$ cat config.mk
export PLATFORM = sky130hd
export DESIGN_NAME = fkc_top
export DESIGN_NICKNAME = d
export VERILOG_FILES = /design/src/core/fkc_pkg.sv /design/src/core/fkc_top.sv /design/src/core/fkc_sync.sv /design/src/core/fkc_press_qual.sv
export VERILOG_INCLUDE_DIRS = /design/src /design/src/core
export SDC_FILE = /design/constraint.sdc
export NUM_CORES = 1
export LEC_CHECK = 0
export ABC_AREA = 1
export CORE_AREA = 2 2 216 176
export DETAILED_ROUTE_END_ITERATION = 6
export DIE_AREA = 0 0 218 178
export DONT_BUFFER_PORTS = 1
export GPL_TIMING_DRIVEN = 0
export HOLD_SLACK_MARGIN = 0.05
export PLACE_DENSITY_LB_ADDON = 0.08
export SYNTH_ARGS = -nofsm -noshare
export SYNTH_HDL_FRONTEND = slang
export SYNTH_SLANG_ARGS = --single-unit
$ cat constraint.sdc
create_clock -name hclk -period 3.7 [get_ports hclk]
set_input_delay 0.185 -clock hclk [delete_from_list [all_inputs] [get_ports hclk]]
set_output_delay 0.185 -clock hclk [all_outputs]
set_load 0.01 [all_outputs]
$ cat src/core/fkc_params.svh
`ifndef FKC_PARAMS_SVH
`define FKC_PARAMS_SVH

// Register byte offsets on the AHB-Lite slave
`define FKC_OFS_CTRL      8'h00
`define FKC_OFS_KEY_EN    8'h04
`define FKC_OFS_KEY_LOCK  8'h08
`define FKC_OFS_KEY_MODE  8'h0C
`define FKC_OFS_STATE     8'h10
`define FKC_OFS_LED_CFG   8'h14
`define FKC_OFS_CB_STAT   8'h18

// Field positions
`define FKC_CTRL_CB_EN    0
`define FKC_CBS_CLOSED    0
`define FKC_CBS_PEND_OPN  1
`define FKC_CBS_PEND_CLS  2
`define FKC_CBS_RESTORED  3
`define FKC_CBS_PROMPT_OP 4
`define FKC_CBS_PROMPT_CL 5

// Reset values (enable, lock and mode are replicated per key)
`define FKC_CB_EN_RST     1'b0
`define FKC_KEY_EN_RST    1'b1
`define FKC_KEY_LOCK_RST  1'b0
`define FKC_KEY_MODE_RST  1'b0
`define FKC_LED_CFG_RST   2'h1

// Timing
`define FKC_CLK_MHZ       100
`define FKC_MIN_PRESS_MS  200
`define FKC_MIN_PRESS_CYC (`FKC_MIN_PRESS_MS * `FKC_CLK_MHZ * 1000)

`endif

$ cat src/core/fkc_pkg.sv
package fkc_pkg;

  // Breaker hotkey sequence
  typedef enum logic [1:0] {
    FKC_CB_IDLE      = 2'b00,
    FKC_CB_PEND_OPEN = 2'b01,
    FKC_CB_PEND_CLS  = 2'b10
  } fkc_cb_st_t;

  // Press qualification
  typedef enum logic [1:0] {
    FKC_Q_IDLE  = 2'b00,
    FKC_Q_COUNT = 2'b01,
    FKC_Q_HELD  = 2'b10,
    FKC_Q_WAIT  = 2'b11
  } fkc_q_st_t;

endpackage

$ cat src/core/fkc_top.sv
// Chosen here: the address map and the AHB-Lite interface to the registers.
`timescale 1ns/100ps
`default_nettype none
`include "fkc_params.svh"
module fkc_top
  import fkc_pkg::*;
#(
  parameter int NK            = 10,
  parameter int MIN_PRESS_CYC = `FKC_MIN_PRESS_CYC
) (
  input  wire logic          hclk,             // AHB clock, 100 MHz
  input  wire logic          hresetn,          // Async reset, active low
  input  wire logic          hsel,             // Slave select
  input  wire logic [31:0]   haddr,            // Byte address
  input  wire logic [1:0]    htrans,           // Transfer type
  input  wire logic          hwrite,           // Write when high
  input  wire logic [2:0]    hsize,            // Transfer size, word only
  input  wire logic [31:0]   hwdata,           // Write data
  input  wire logic          hready,           // Bus ready
  output logic               hreadyout,        // Slave ready
  output logic               hresp,            // Always OKAY
  output logic [31:0]        hrdata,           // Read data
  input  wire logic [NK-1:0] key_pin,          // Function key pins, high when pressed
  input  wire logic          cb_hotkey_pin,    // Breaker hotkey pin
  input  wire logic          confirm_pin,      // Confirm key pin
  input  wire logic          cancel_pin,       // Cancel key pin
  input  wire logic          brk_closed_pin,   // Breaker closed indication
  input  wire logic [NK-1:0] nv_restore_data,  // Stored key states
  input  wire logic          nv_restore_valid, // Stored states available
  output logic [NK-1:0]      nv_save_data,     // Key states to store
  output logic               nv_save_we,       // Store strobe, one cycle
  output logic [NK-1:0]      scheme_logic_signal, // Key outputs to user_scheme_logic
  output logic [NK-1:0]      led_red,          // Indicator red element
  output logic [NK-1:0]      led_green,        // Indicator green element
  output logic               cb_prompt_open,   // Prompt offers opening
  output logic               cb_prompt_close,  // Prompt offers closing
  output logic               cb_pending,       // Awaiting confirm or cancel
  output logic               cb_open_cmd,      // Open command pulse
  output logic               cb_close_cmd      // Close command pulse
);
  localparam int CW = 25;
  localparam logic [CW-1:0] MIN_CYC = CW'(MIN_PRESS_CYC);

  // Bus registers
  logic              hreadyout_r;
  logic              hresp_r;
  logic [31:0]       hrdata_r;
  logic              wr_pend_r;
  logic [7:0]        wr_addr_r;
  logic              cb_en_r;
  logic [NK-1:0]     key_en_r;
  logic [NK-1:0]     key_lock_r;
  logic [NK-1:0]     key_mode_r;
  logic [2*NK-1:0]   led_cfg_r;

  // Key state
  logic [NK-1:0]     tog_r;
  logic [NK-1:0]     tog_nxt;
  logic [NK-1:0]     key_out_r;
  logic [NK-1:0]     led_red_r;
  logic [NK-1:0]     led_green_r;
  logic              restore_done_r;
  logic [NK-1:0]     nv_data_r;
  logic              nv_we_r;

  // Breaker state
  fkc_cb_st_t        cb_st_r;
  logic              hot_d_r;
  logic              conf_d_r;
  logic              canc_d_r;
  logic              prompt_open_r;
  logic              prompt_close_r;
  logic              open_cmd_r;
  logic              close_cmd_r;
  logic              pend_r;

  // Synchronised inputs
  logic [NK+3:0]     pins_s;
  logic [NK-1:0]     keys_s;
  logic              hot_s;
  logic              conf_s;
  logic              canc_s;
  logic              brk_closed_s;
  logic [NK-1:0]     held;
  logic              rec_pls;
  logic              hot_rise;
  logic              conf_rise;
  logic              canc_rise;

  function automatic logic [31:0] zext(input logic [2*NK-1:0] v);
    zext = 32'(v);
  endfunction

  fkc_sync #(
    .W (NK + 4)
  ) u_sync (
    .hclk    (hclk),
    .hresetn (hresetn),
    .d       ({brk_closed_pin, cancel_pin, confirm_pin, cb_hotkey_pin, key_pin}),
    .q_r     (pins_s)
  );

  assign keys_s       = pins_s[NK-1:0];
  assign hot_s        = pins_s[NK];
  assign conf_s       = pins_s[NK+1];
  assign canc_s       = pins_s[NK+2];
  assign brk_closed_s = pins_s[NK+3];

  fkc_press_qual #(
    .NK      (NK),
    .CW      (CW),
    .MIN_CYC (MIN_CYC)
  ) u_qual (
    .hclk      (hclk),
    .hresetn   (hresetn),
    .keys      (keys_s),
    .held_r    (held),
    .rec_pls_r (rec_pls)
  );

  // Zero-wait slave: read data is muxed at the address phase edge
  always_ff @(posedge hclk or negedge hresetn) begin
    if (!hresetn) begin
      hreadyout_r <= 1'b0;
      hresp_r     <= 1'b0;
      hrdata_r    <= 32'h0;
      wr_pend_r   <= 1'b0;
      wr_addr_r   <= 8'h00;
    end else begin
      hreadyout_r <= 1'b1;
      hresp_r     <= 1'b0;
      wr_pend_r   <= 1'b0;
      if (hsel && htrans[1] && hready) begin
        wr_pend_r <= hwrite;
        wr_addr_r <= haddr[7:0];
        if (!hwrite) begin
          unique case (haddr[7:0])
            `FKC_OFS_CTRL:     hrdata_r <= {31'h0, cb_en_r};
            `FKC_OFS_KEY_EN:   hrdata_r <= zext({{NK{1'b0}}, key_en_r});
            `FKC_OFS_KEY_LOCK: hrdata_r <= zext({{NK{1'b0}}, key_lock_r});
            `FKC_OFS_KEY_MODE: hrdata_r <= zext({{NK{1'b0}}, key_mode_r});
            `FKC_OFS_STATE:    hrdata_r <= zext({{NK{1'b0}}, key_out_r}); // key_state_word
            `FKC_OFS_LED_CFG:  hrdata_r <= zext(led_cfg_r);
            `FKC_OFS_CB_STAT:  hrdata_r <= {26'h0, prompt_close_r, prompt_open_r, restore_done_r,
                                            cb_st_r == FKC_CB_PEND_CLS, cb_st_r == FKC_CB_PEND_OPEN,
                                            brk_closed_s};
            default:           hrdata_r <= 32'h0;
          endcase
        end
      end
    end
  end

  // Settings written in the data phase; key_enable_lock_setting and key_mode_setting
  always_ff @(posedge hclk or negedge hresetn) begin
    if (!hresetn) begin
      cb_en_r    <= `FKC_CB_EN_RST;
      key_en_r   <= {NK{`FKC_KEY_EN_RST}};
      key_lock_r <= {NK{`FKC_KEY_LOCK_RST}};
      key_mode_r <= {NK{`FKC_KEY_MODE_RST}};
      led_cfg_r  <= {NK{`FKC_LED_CFG_RST}};
    end else if (wr_pend_r) begin
      unique case (wr_addr_r)
        `FKC_OFS_CTRL:     cb_en_r    <= hwdata[`FKC_CTRL_CB_EN];
        `FKC_OFS_KEY_EN:   key_en_r   <= hwdata[NK-1:0];
        `FKC_OFS_KEY_LOCK: key_lock_r <= hwdata[NK-1:0];
        `FKC_OFS_KEY_MODE: key_mode_r <= hwdata[NK-1:0];
        `FKC_OFS_LED_CFG:  led_cfg_r  <= hwdata[2*NK-1:0];
        default: ;
      endcase
    end
  end

  // Toggle state: once restored, a recognised press of a toggle-mode key flips it unless locked or disabled
  always_comb begin
    tog_nxt = tog_r;
    if (!restore_done_r) begin
      if (nv_restore_valid) begin
        tog_nxt = nv_restore_data;
      end
    end else if (rec_pls) begin
      tog_nxt = tog_r ^ (held & key_mode_r & key_en_r & ~key_lock_r);
    end
  end

  always_ff @(posedge hclk or negedge hresetn) begin
    if (!hresetn) begin
      tog_r          <= '0;
      restore_done_r <= 1'b0;
    end else begin
      tog_r <= tog_nxt;
      if (nv_restore_valid) begin
        restore_done_r <= 1'b1;
      end
    end
  end

  // Save every change after restore so a supply loss keeps the states
  always_ff @(posedge hclk or negedge hresetn) begin
    if (!hresetn) begin
      nv_data_r <= '0;
      nv_we_r   <= 1'b0;
    end else begin
      nv_data_r <= tog_nxt;
      nv_we_r   <= restore_done_r && (tog_nxt != tog_r);
    end
  end

  // Key outputs; a minimum pulse in normal mode is left to the scheme logic
  always_ff @(posedge hclk or negedge hresetn) begin
    if (!hresetn) begin
      key_out_r <= '0;
    end else begin
      key_out_r <= key_en_r & ((key_mode_r & tog_r) | (~key_mode_r & ~key_lock_r & held));
    end
  end

  // Indicator follows the key output in its programmed colour
  always_ff @(posedge hclk or negedge hresetn) begin
    if (!hresetn) begin
      led_red_r   <= '0;
      led_green_r <= '0;
    end else begin
      for (int i = 0; i < NK; i++) begin
        led_red_r[i]   <= key_out_r[i] & led_cfg_r[2*i];
        led_green_r[i] <= key_out_r[i] & led_cfg_r[2*i+1];
      end
    end
  end

  // Edge detect of the already filtered control keys
  always_ff @(posedge hclk or negedge hresetn) begin
    if (!hresetn) begin
      hot_d_r  <= 1'b0;
      conf_d_r <= 1'b0;
      canc_d_r <= 1'b0;
    end else begin
      hot_d_r  <= hot_s;
      conf_d_r <= conf_s;
      canc_d_r <= canc_s;
    end
  end
  assign hot_rise  = hot_s & ~hot_d_r;
  assign conf_rise = conf_s & ~conf_d_r;
  assign canc_rise = canc_s & ~canc_d_r;

  // Breaker hotkey: press only arms; confirm fires, cancel drops
  always_ff @(posedge hclk or negedge hresetn) begin
    if (!hresetn) begin
      cb_st_r     <= FKC_CB_IDLE;
      open_cmd_r  <= 1'b0;
      close_cmd_r <= 1'b0;
    end else begin
      open_cmd_r  <= 1'b0;
      close_cmd_r <= 1'b0;
      unique case (cb_st_r)
        FKC_CB_IDLE: begin
          if (cb_en_r && hot_rise) begin
            cb_st_r <= brk_closed_s ? FKC_CB_PEND_OPEN : FKC_CB_PEND_CLS;
          end
        end
        FKC_CB_PEND_OPEN, FKC_CB_PEND_CLS: begin
          if (!cb_en_r || canc_rise) begin
            cb_st_r <= FKC_CB_IDLE;
          end else if (conf_rise) begin
            cb_st_r     <= FKC_CB_IDLE;
            open_cmd_r  <= (cb_st_r == FKC_CB_PEND_OPEN);
            close_cmd_r <= (cb_st_r == FKC_CB_PEND_CLS);
          end
        end
        default: cb_st_r <= FKC_CB_IDLE;
      endcase
    end
  end

  // Prompt shows the opposite of the breaker position
  always_ff @(posedge hclk or negedge hresetn) begin
    if (!hresetn) begin
      prompt_open_r  <= 1'b0;
      prompt_close_r <= 1'b0;
      pend_r         <= 1'b0;
    end else begin
      prompt_open_r  <= cb_en_r & brk_closed_s;
      prompt_close_r <= cb_en_r & ~brk_closed_s;
      pend_r         <= (cb_st_r != FKC_CB_IDLE); // Registered so the pin comes from a flip-flop
    end
  end

  assign hreadyout           = hreadyout_r;
  assign hresp               = hresp_r;
  assign hrdata              = hrdata_r;
  assign nv_save_data        = nv_data_r;
  assign nv_save_we          = nv_we_r;
  assign scheme_logic_signal = key_out_r;
  assign led_red             = led_red_r;
  assign led_green           = led_green_r;
  assign cb_prompt_open      = prompt_open_r;
  assign cb_prompt_close     = prompt_close_r;
  assign cb_pending          = pend_r;
  assign cb_open_cmd         = open_cmd_r;
  assign cb_close_cmd        = close_cmd_r;

  a_cb_disabled:
  assert property (@(posedge hclk) disable iff (!hresetn)
    !cb_en_r |=> !open_cmd_r && !close_cmd_r && !prompt_open_r && !prompt_close_r)
    else $error("Breaker control active while disabled");

  a_cb_prompt:
  assert property (@(posedge hclk) disable iff (!hresetn)
    cb_en_r |=> prompt_open_r == $past(brk_closed_s) && prompt_close_r == !$past(brk_closed_s))
    else $error("Prompt does not oppose breaker state");

  a_cb_confirm:
  assert property (@(posedge hclk) disable iff (!hresetn)
    (open_cmd_r || close_cmd_r) |-> $past(conf_rise) && !$past(canc_rise) && $past(cb_st_r) != FKC_CB_IDLE)
    else $error("Breaker command without confirm");

  a_state_word:
  assert property (@(posedge hclk) disable iff (!hresetn)
    hsel && htrans[1] && hready && !hwrite && haddr[7:0] == `FKC_OFS_STATE
    |=> hrdata_r[NK-1:0] == $past(key_out_r))
    else $error("State word read mismatch");

  a_key_disabled:
  assert property (@(posedge hclk) disable iff (!hresetn)
    (key_out_r & ~$past(key_en_r)) == '0)
    else $error("Disabled key drives output");

  a_toggle_lock:
  assert property (@(posedge hclk) disable iff (!hresetn)
    $past(restore_done_r) |-> ((tog_r ^ $past(tog_r)) & $past(key_lock_r)) == '0)
    else $error("Locked toggled key changed");

  a_normal_lock:
  assert property (@(posedge hclk) disable iff (!hresetn)
    (key_out_r & ~$past(key_mode_r) & $past(key_lock_r)) == '0)
    else $error("Locked normal key active");

  a_toggle_flip:
  assert property (@(posedge hclk) disable iff (!hresetn)
    restore_done_r && rec_pls |=> tog_r == ($past(tog_r) ^ ($past(held) & $past(key_mode_r) & $past(key_en_r) & ~$past(key_lock_r))))
    else $error("Toggle state did not follow press");

  a_normal_follow:
  assert property (@(posedge hclk) disable iff (!hresetn)
    ((key_out_r ^ ($past(held) & $past(key_en_r) & ~$past(key_lock_r))) & ~$past(key_mode_r)) == '0)
    else $error("Normal key output does not follow press");

  a_nv_save:
  assert property (@(posedge hclk) disable iff (!hresetn)
    $past(restore_done_r) && tog_r != $past(tog_r) |-> nv_we_r && nv_data_r == tog_r)
    else $error("Key state change not saved");
endmodule
`default_nettype wire

$ cat src/core/fkc_sync.sv
`timescale 1ns/100ps
`default_nettype none
module fkc_sync #(
  parameter int W = 1
) (
  input  wire logic         hclk,    // System clock
  input  wire logic         hresetn, // Async reset, active low
  input  wire logic [W-1:0] d,       // Raw pin levels
  output logic      [W-1:0] q_r      // Filtered level
);
  logic [W-1:0] s1_r;
  logic [W-1:0] s2_r;
  logic [W-1:0] s3_r;

  // Three stages; a change is taken only once stages two and three agree
  always_ff @(posedge hclk or negedge hresetn) begin
    if (!hresetn) begin
      s1_r <= '0;
      s2_r <= '0;
      s3_r <= '0;
      q_r  <= '0;
    end else begin
      s1_r <= d;
      s2_r <= s1_r;
      s3_r <= s2_r;
      q_r  <= (s2_r & s3_r) | (q_r & (s2_r | s3_r)); // Hold on disagreement
    end
  end
endmodule
`default_nettype wire

$ cat src/core/fkc_press_qual.sv
`timescale 1ns/100ps
`default_nettype none
module fkc_press_qual
  import fkc_pkg::*;
#(
  parameter int               NK      = 10,
  parameter int               CW      = 25,
  parameter logic [CW-1:0]    MIN_CYC = 25'd20000000
) (
  input  wire logic          hclk,      // System clock
  input  wire logic          hresetn,   // Async reset, active low
  input  wire logic [NK-1:0] keys,      // Synchronised key levels
  output logic      [NK-1:0] held_r,    // One-hot recognised key, level
  output logic               rec_pls_r  // Pulse at recognition
);
  fkc_q_st_t      st_r;
  logic [NK-1:0]  cand_r;
  logic [CW-1:0]  cnt_r;

  function automatic logic is_onehot(input logic [NK-1:0] k);
    is_onehot = (k != '0) && ((k & (k - 1'b1)) == '0);
  endfunction

  // One key at a time; any overlap waits for full release
  always_ff @(posedge hclk or negedge hresetn) begin
    if (!hresetn) begin
      st_r      <= FKC_Q_IDLE;
      cand_r    <= '0;
      cnt_r     <= '0;
      held_r    <= '0;
      rec_pls_r <= 1'b0;
    end else begin
      rec_pls_r <= 1'b0;
      unique case (st_r)
        FKC_Q_IDLE: begin
          if (keys != '0) begin
            if (is_onehot(keys)) begin
              st_r   <= FKC_Q_COUNT;
              cand_r <= keys;
              cnt_r  <= '0;
            end else begin
              st_r <= FKC_Q_WAIT;
            end
          end
        end
        FKC_Q_COUNT: begin
          if (keys == '0) begin
            st_r <= FKC_Q_IDLE; // Short press discarded
          end else if (keys != cand_r) begin
            st_r <= FKC_Q_WAIT;
          end else if (cnt_r == MIN_CYC - 1'b1) begin
            st_r      <= FKC_Q_HELD;
            held_r    <= cand_r;
            rec_pls_r <= 1'b1;
          end else begin
            cnt_r <= cnt_r + 1'b1;
          end
        end
        FKC_Q_HELD: begin
          if (keys != cand_r) begin
            held_r <= '0;
            st_r   <= (keys == '0) ? FKC_Q_IDLE : FKC_Q_WAIT;
          end
        end
        FKC_Q_WAIT: begin
          if (keys == '0) begin
            st_r <= FKC_Q_IDLE;
          end
        end
      endcase
    end
  end

  a_single_held:
  assert property (@(posedge hclk) disable iff (!hresetn) $onehot0(held_r))
    else $error("More than one key recognised");

  a_press_duration:
  assert property (@(posedge hclk) disable iff (!hresetn)
    $rose(rec_pls_r) |-> $past(cnt_r) == MIN_CYC - 1'b1 && $past(st_r) == FKC_Q_COUNT)
    else $error("Press recognised before minimum duration");

  a_wait_release:
  assert property (@(posedge hclk) disable iff (!hresetn)
    st_r == FKC_Q_WAIT && keys != '0 |=> st_r == FKC_Q_WAIT && held_r == '0)
    else $error("Left wait state while keys still pressed");
endmodule
`default_nettype wire

# == After elaboration in Yosys (flattened, before gate mapping) ==
# Index checks and enable logic that the tools add are counted.
# totals
regBits,249
inputBits,99
output_inout_bits,80
wordCells,179
# classes
n_addsub,2
eq_ne,29
mux,40
n_bitwise,46
reduce_logical,29
# op_table
op,count
20-bit one-hot mux with 7 select lines,1
25-bit two-way mux,5
10-bit bitwise AND,8
10-bit two-way mux,7
25-bit one-hot mux with 2 select lines,1
"8-bit by 4-bit equality test with 1-bit output, second input constant",4
"8-bit by 5-bit equality test with 1-bit output, second input constant",4
14-bit bitwise AND,2
14-bit OR,2
"25-bit by 1-bit adder with 25-bit output, second input constant",1
1-bit bitwise AND,25
"25-bit equality test, second input constant",1
2-bit two-way mux,12
10-bit logical NOT,2
10-bit inequality test,2
10-bit NOT,2
10-bit one-hot mux with 2 select lines,1
"8-bit by 3-bit equality test with 1-bit output, second input constant",2
8-bit logical NOT,2
2-bit AND reduction,7
1-bit two-way mux,11
"2-bit by 1-bit inequality test with 1-bit output, second input constant",5
10-bit OR,1
10-bit nonzero test,1
other kinds (20),37

# == Longest topological paths before layout ==
# logic_depth
ltp_word,8
depth_mapped,14
ltp_nobuf,13

# == Hierarchy ==
# From an unflattened synthesis, not the netlist that was laid out.
# unflattened
cells_unflattened,1351
hier_area_um2,11133.2
# by_module_without_submodules
mod,instances,cells_each,area_per_inst_um2
fkc_top,1,735,6158.4
fkc_press_qual,1,504,3345.7
fkc_sync,1,112,1629.1

# == Least setup slack after synthesis ==
# No wires, ideal clock.
# synth_path
kind,register to register
from,reg u_qual.cnt_r[0]
to,reg u_qual.held_r[0]
arrival_time_ns,1.698
t_required_ns,3.579
path_slack_ns,1.881
path_stages_with_launch,12
period_less_slack_ns,1.819
cell_sequence,dfrtp_1 > ha_1 > nand3_1 > inv_2 > nand2_2 > inv_2 > nand3_2 > o21ai_2 > nand3_4 > nor2_4 > buf_6 > o21ai_1
# synth_via
elab_chain_cells,3
# synth_rtl
item,line,rtl
from (decl),fkc_press_qual.sv:18,logic [CW-1:0] cnt_r;
from (signal assigned),fkc_press_qual.sv:56,cnt_r <= cnt_r + 1'b1;
25-bit equality test,fkc_press_qual.sv:51,end else if (cnt_r == MIN_CYC - 1'b1) begin
2-bit by 1-bit inequality test with 1-bit output (no line),--,
5-bit AND reduction (no line),--,
to (signal assigned),fkc_press_qual.sv:53,held_r <= cand_r;
to (decl),fkc_press_qual.sv:13,"output logic [NK-1:0] held_r,"
# No other way between the ends.
# A chain may end at the register's enable or synchronous reset.

# == Worst setup path in the final report ==
# layout_path
from,reg u_qual.cnt_r[0]
to,reg u_qual.held_r[8]
# The elaborated chain is that of the path after synthesis.

==> results summary <==
The number of endpoints with negative hold slack in the final report came out at 237. At the worst endpoint, the required time is 4.18 ns. The CTS H-tree depth is 1. The total number of nets in the final design came out at 1485. The number of buffers inserted by port buffering came out at 0. Ranked by total cell area, the synthesized netlist is headed by sky130_fd_sc_hd__dfrtp_1, sky130_fd_sc_hd__nand2_1, sky130_fd_sc_hd__o21ai_0, sky130_fd_sc_hd__inv_1, sky130_fd_sc_hd__dfstp_2. The routed design uses 12700 µm of met2 wire. The number of DRC violations after detailed-routing iteration 0 is 530.

The smallest clock period supported by the final layout is computed as 2.20 ns. The starting utilization of the core area came out at 29.7%. Routability-driven placement finished with a final weighted congestion of 0.843. The wire length of the first global-routing pass is 47900 µm.

The total power density per cell area came out at 575 mW/mm². The maximum fanout along the worst path is 10. The period utilization came out at 59.5%. Across the run, the number of max-cap violations was 0. The share of layout cells above drive strength 1 came out at 9.57%. The sink count of the clock tree is 237. The area added between synthesis and finish came out at 20.3%. In this run, post-CTS hold repair placed 59 buffers.

The total overflow left after global routing is 0. The total area inside the core boundary comes to 0.0366 mm². The mean number of vias per cell is 4.46. The via count of the first global-routing pass is 8102. The checks that failed: negative hold slack. The library cells used most frequently in the layout, excluding fill and tap cells, are sky130_fd_sc_hd__nand2_1, sky130_fd_sc_hd__dfrtp_1, sky130_fd_sc_hd__inv_1. After detailed routing, the number of remaining DRC violations is 0.

Entering global routing, the biggest net connects 238 pins. The top metal layer carrying routed signals is met4. The flow ran to the end, but the final reports show violations.

The standby leakage power came out at 6.45 nW. The distinct cell type count after synthesis is 44. The relative slew slack is 53.5%. The category of the worst setup path launch point is a flip-flop. The post-detailed-placement half-perimeter wirelength is 21500 µm.

The worst-case vdd ir drop came out at 304 µV. The area fraction of the dominant cell type after synthesis is 50.0%. The register-to-register setup slack is 1.50 ns. The vertical die dimension came out at 178 µm. The actual slew at the worst max-slew pin came out at 0.695 ns.

The number of flip-flops and latches in the synthesized netlist came out at 237. Global routing used 15.7% of the available tracks. The clock-pin slew of the registers on the worst-case setup and hold paths is 0.06 ns. The met1 routed wirelength after detailed routing came out at 14900 µm.

Setup repair after global routing left no endpoint under its margin. The number of nets with antenna violations after detailed routing is 0. The arrival time at the worst endpoint is 2.68 ns. The average detailed-routed wire length per instance is 15.9 µm. The number of antenna violations at the first check in global routing is 0. The share of the yosys chip area belonging to registers is 54.8%. The buffer type at the clock tree root is sky130_fd_sc_hd__clkbuf_16. The critical path is of the flip-flop to flip-flop type. The routed design has 30000 µm of wire.

The number of setup violations in the final report came out at 0. Setup total negative slack on the finished layout was measured at 0 ns. At the later pin of the worst-skew pair, clock insertion delay measures 0.55 ns. For this design the top-level I/O count stands at 179. The post-route worst hold slack came out at -0.670 ns. The endpoint type of the worst setup path is a flip-flop. TritonCTS built the clock tree. The number of buffers on the longest clock path came out at 3. The placement row count is 63. The path class of the lowest-slack min-delay path is input pin to async pin. The utilization after layout is 35.7%. Leaving out fill and tap cells, the most frequent cell in the layout is sky130_fd_sc_hd__nand2_1.

Derived from the worst setup path, the maximum achievable clock frequency is 454 MHz. The total iterations of the first detailed-routing run is 5. The TritonCTS buffer count is 28. After technology mapping, the gate count stands at 1277. The final clock skew came out at 0.0186 ns. The biggest area contributor in the post-synthesis netlist is sky130_fd_sc_hd__dfrtp_1. Across all layers, the routed design uses 8409 vias. The number of warning messages in the yosys log is 0. The die covers 0.0388 mm².

The final max-slew violation count came out at 0. The routed design uses 1770 µm of met3 wire. The horizontal die dimension is 218 µm. The total of cells resized after clock tree synthesis came out at 0. A synthesized cell averages 8.51 µm². The count of antenna diodes in the layout is 0. The netlist area before placement came out at 0.0109 mm².
[final cells by class]
cell class	count	area, µm²
Sequential cell	237	5960
Tap cell	487	609
Clock buffer	37	796
Buffer	51	274
Inverter	151	568
Fill cell	3818	23500
Timing Repair Buffer	59	591
Clock inverter	15	169
Multi-Input combinational cell	850	4110
[cell families (layout without fill, tap and decap cells)]
| group | after synthesis | in the layout | synth area share, % |
|---|---|---|---|
| multiplexers | 10 | 10 | 1.04 |
| AND/OR/NAND/NOR | 619 | 619 | 24.5 |
| other | 2 | 14 | 0.0691 |
| flip-flops | 237 | 237 | 54.8 |
| AO/OA/AOI/OAI | 165 | 165 | 7.96 |
| buffers and inverters | 202 | 313 | 7.75 |
| XOR/XNOR | 20 | 20 | 1.61 |
| adder cells (fa/ha/maj) | 22 | 22 | 2.21 |
[synthesized netlist by cell type (all sizes together)]
cell type,number
xnor2,3
buf,25
o21bai,1
a31oi,1
ha,8
nor3,26
nand4,12
nor2,103
a211oi,4
nor4,5
o22ai,4
mux2,10
nand3,101
nand3b,1
o21ai,127
dfstp,20
clkbuf,26
or2,1
a21oi,24
o31ai,2
conb,2
inv,148
o2111ai,1
xor2,17
o2bb2ai,1
nand2,370
clkinv,3
maj3,14
dfrtp,217
[where the power goes]
part	leakage (nW)	switching, mW	internal [mW]
clock	0.470	1.13	1.72
combinational	3.13	0.897	0.479
sequential	2.85	0.353	2.93
total	6.45	2.38	5.13
[metrics by stage]
step,hold slack [ns],instances,total power [mW],cell area (µm²),setup slack (ns)
after floorplan,-0.111,1289,4.22,10900,1.88
after global placement,-0.0980,1776,4.68,11500,1.50
after detailed placement,-0.0975,1776,4.67,11500,1.48
after CTS,-0.695,1887,7.66,13100,1.45
after global routing,-0.704,1887,8.00,13100,1.28
final,-0.670,1887,7.52,13100,1.50
[registers in the layout, indices dropped and copies added (netlist names), 14 cells and up]
register,count
hrdata,20
led_cfg_r,20
u_qual.cnt_r,25
u_sync.q_r,14
u_sync.s1_r,14
u_sync.s2_r,14
u_sync.s3_r,14
[routing by layer]
layer  GRT usage [%]  vias to the layer above
li1                -                     4268
met1            23.5                     3890
met2            23.5                      211
met3            2.92                       40
met4            3.57                        0
met5               0                        -
[worst max-delay path: stages, from the launching register on]
cell	delay, ns
sky130_fd_sc_hd__dfrtp_1	0.45
sky130_fd_sc_hd__ha_1	0.29
sky130_fd_sc_hd__nand3_1	0.19
sky130_fd_sc_hd__inv_2	0.13
sky130_fd_sc_hd__nand2_2	0.08
sky130_fd_sc_hd__inv_2	0.10
sky130_fd_sc_hd__nand3_2	0.07
sky130_fd_sc_hd__o21ai_2	0.20
sky130_fd_sc_hd__nand3_4	0.16
sky130_fd_sc_hd__nor2_4	0.18
sky130_fd_sc_hd__buf_6	0.17
sky130_fd_sc_hd__nand2_2	0.06
sky130_fd_sc_hd__nand2_1	0.06
[final timing paths]
path | start | to | cells past startpoint
hold reg to reg | u_sync.s1_r[9]$_DFF_PN0_ | u_sync.s2_r[9]$_DFF_PN0_ | 0
setup reg to reg | u_qual.cnt_r[0]$_DFFE_PN0P_ | u_qual.held_r[8]$_DFFE_PN0P_ | 12
min in group hclk | htrans[1] | wr_addr_r[1]$_DFFE_PN0P_ | 3
setup / recovery | u_qual.cnt_r[0]$_DFFE_PN0P_ | u_qual.held_r[8]$_DFFE_PN0P_ | 12
max in group asynchronous | hresetn | led_cfg_r[2]$_DFFE_PN1P_ | 0
hold / removal | hresetn | led_cfg_r[1]$_DFFE_PN0P_ | 0
[what timing repair did]
| action | in CTS | in global routing |
|---|---|---|
| endpoints found under the hold margin | 327 | 237 |
| setup buffers | 0 | 0 |
| endpoints found under the setup margin | 0 | 0 |
Note: power is estimated with default switching activity, not from simulation.
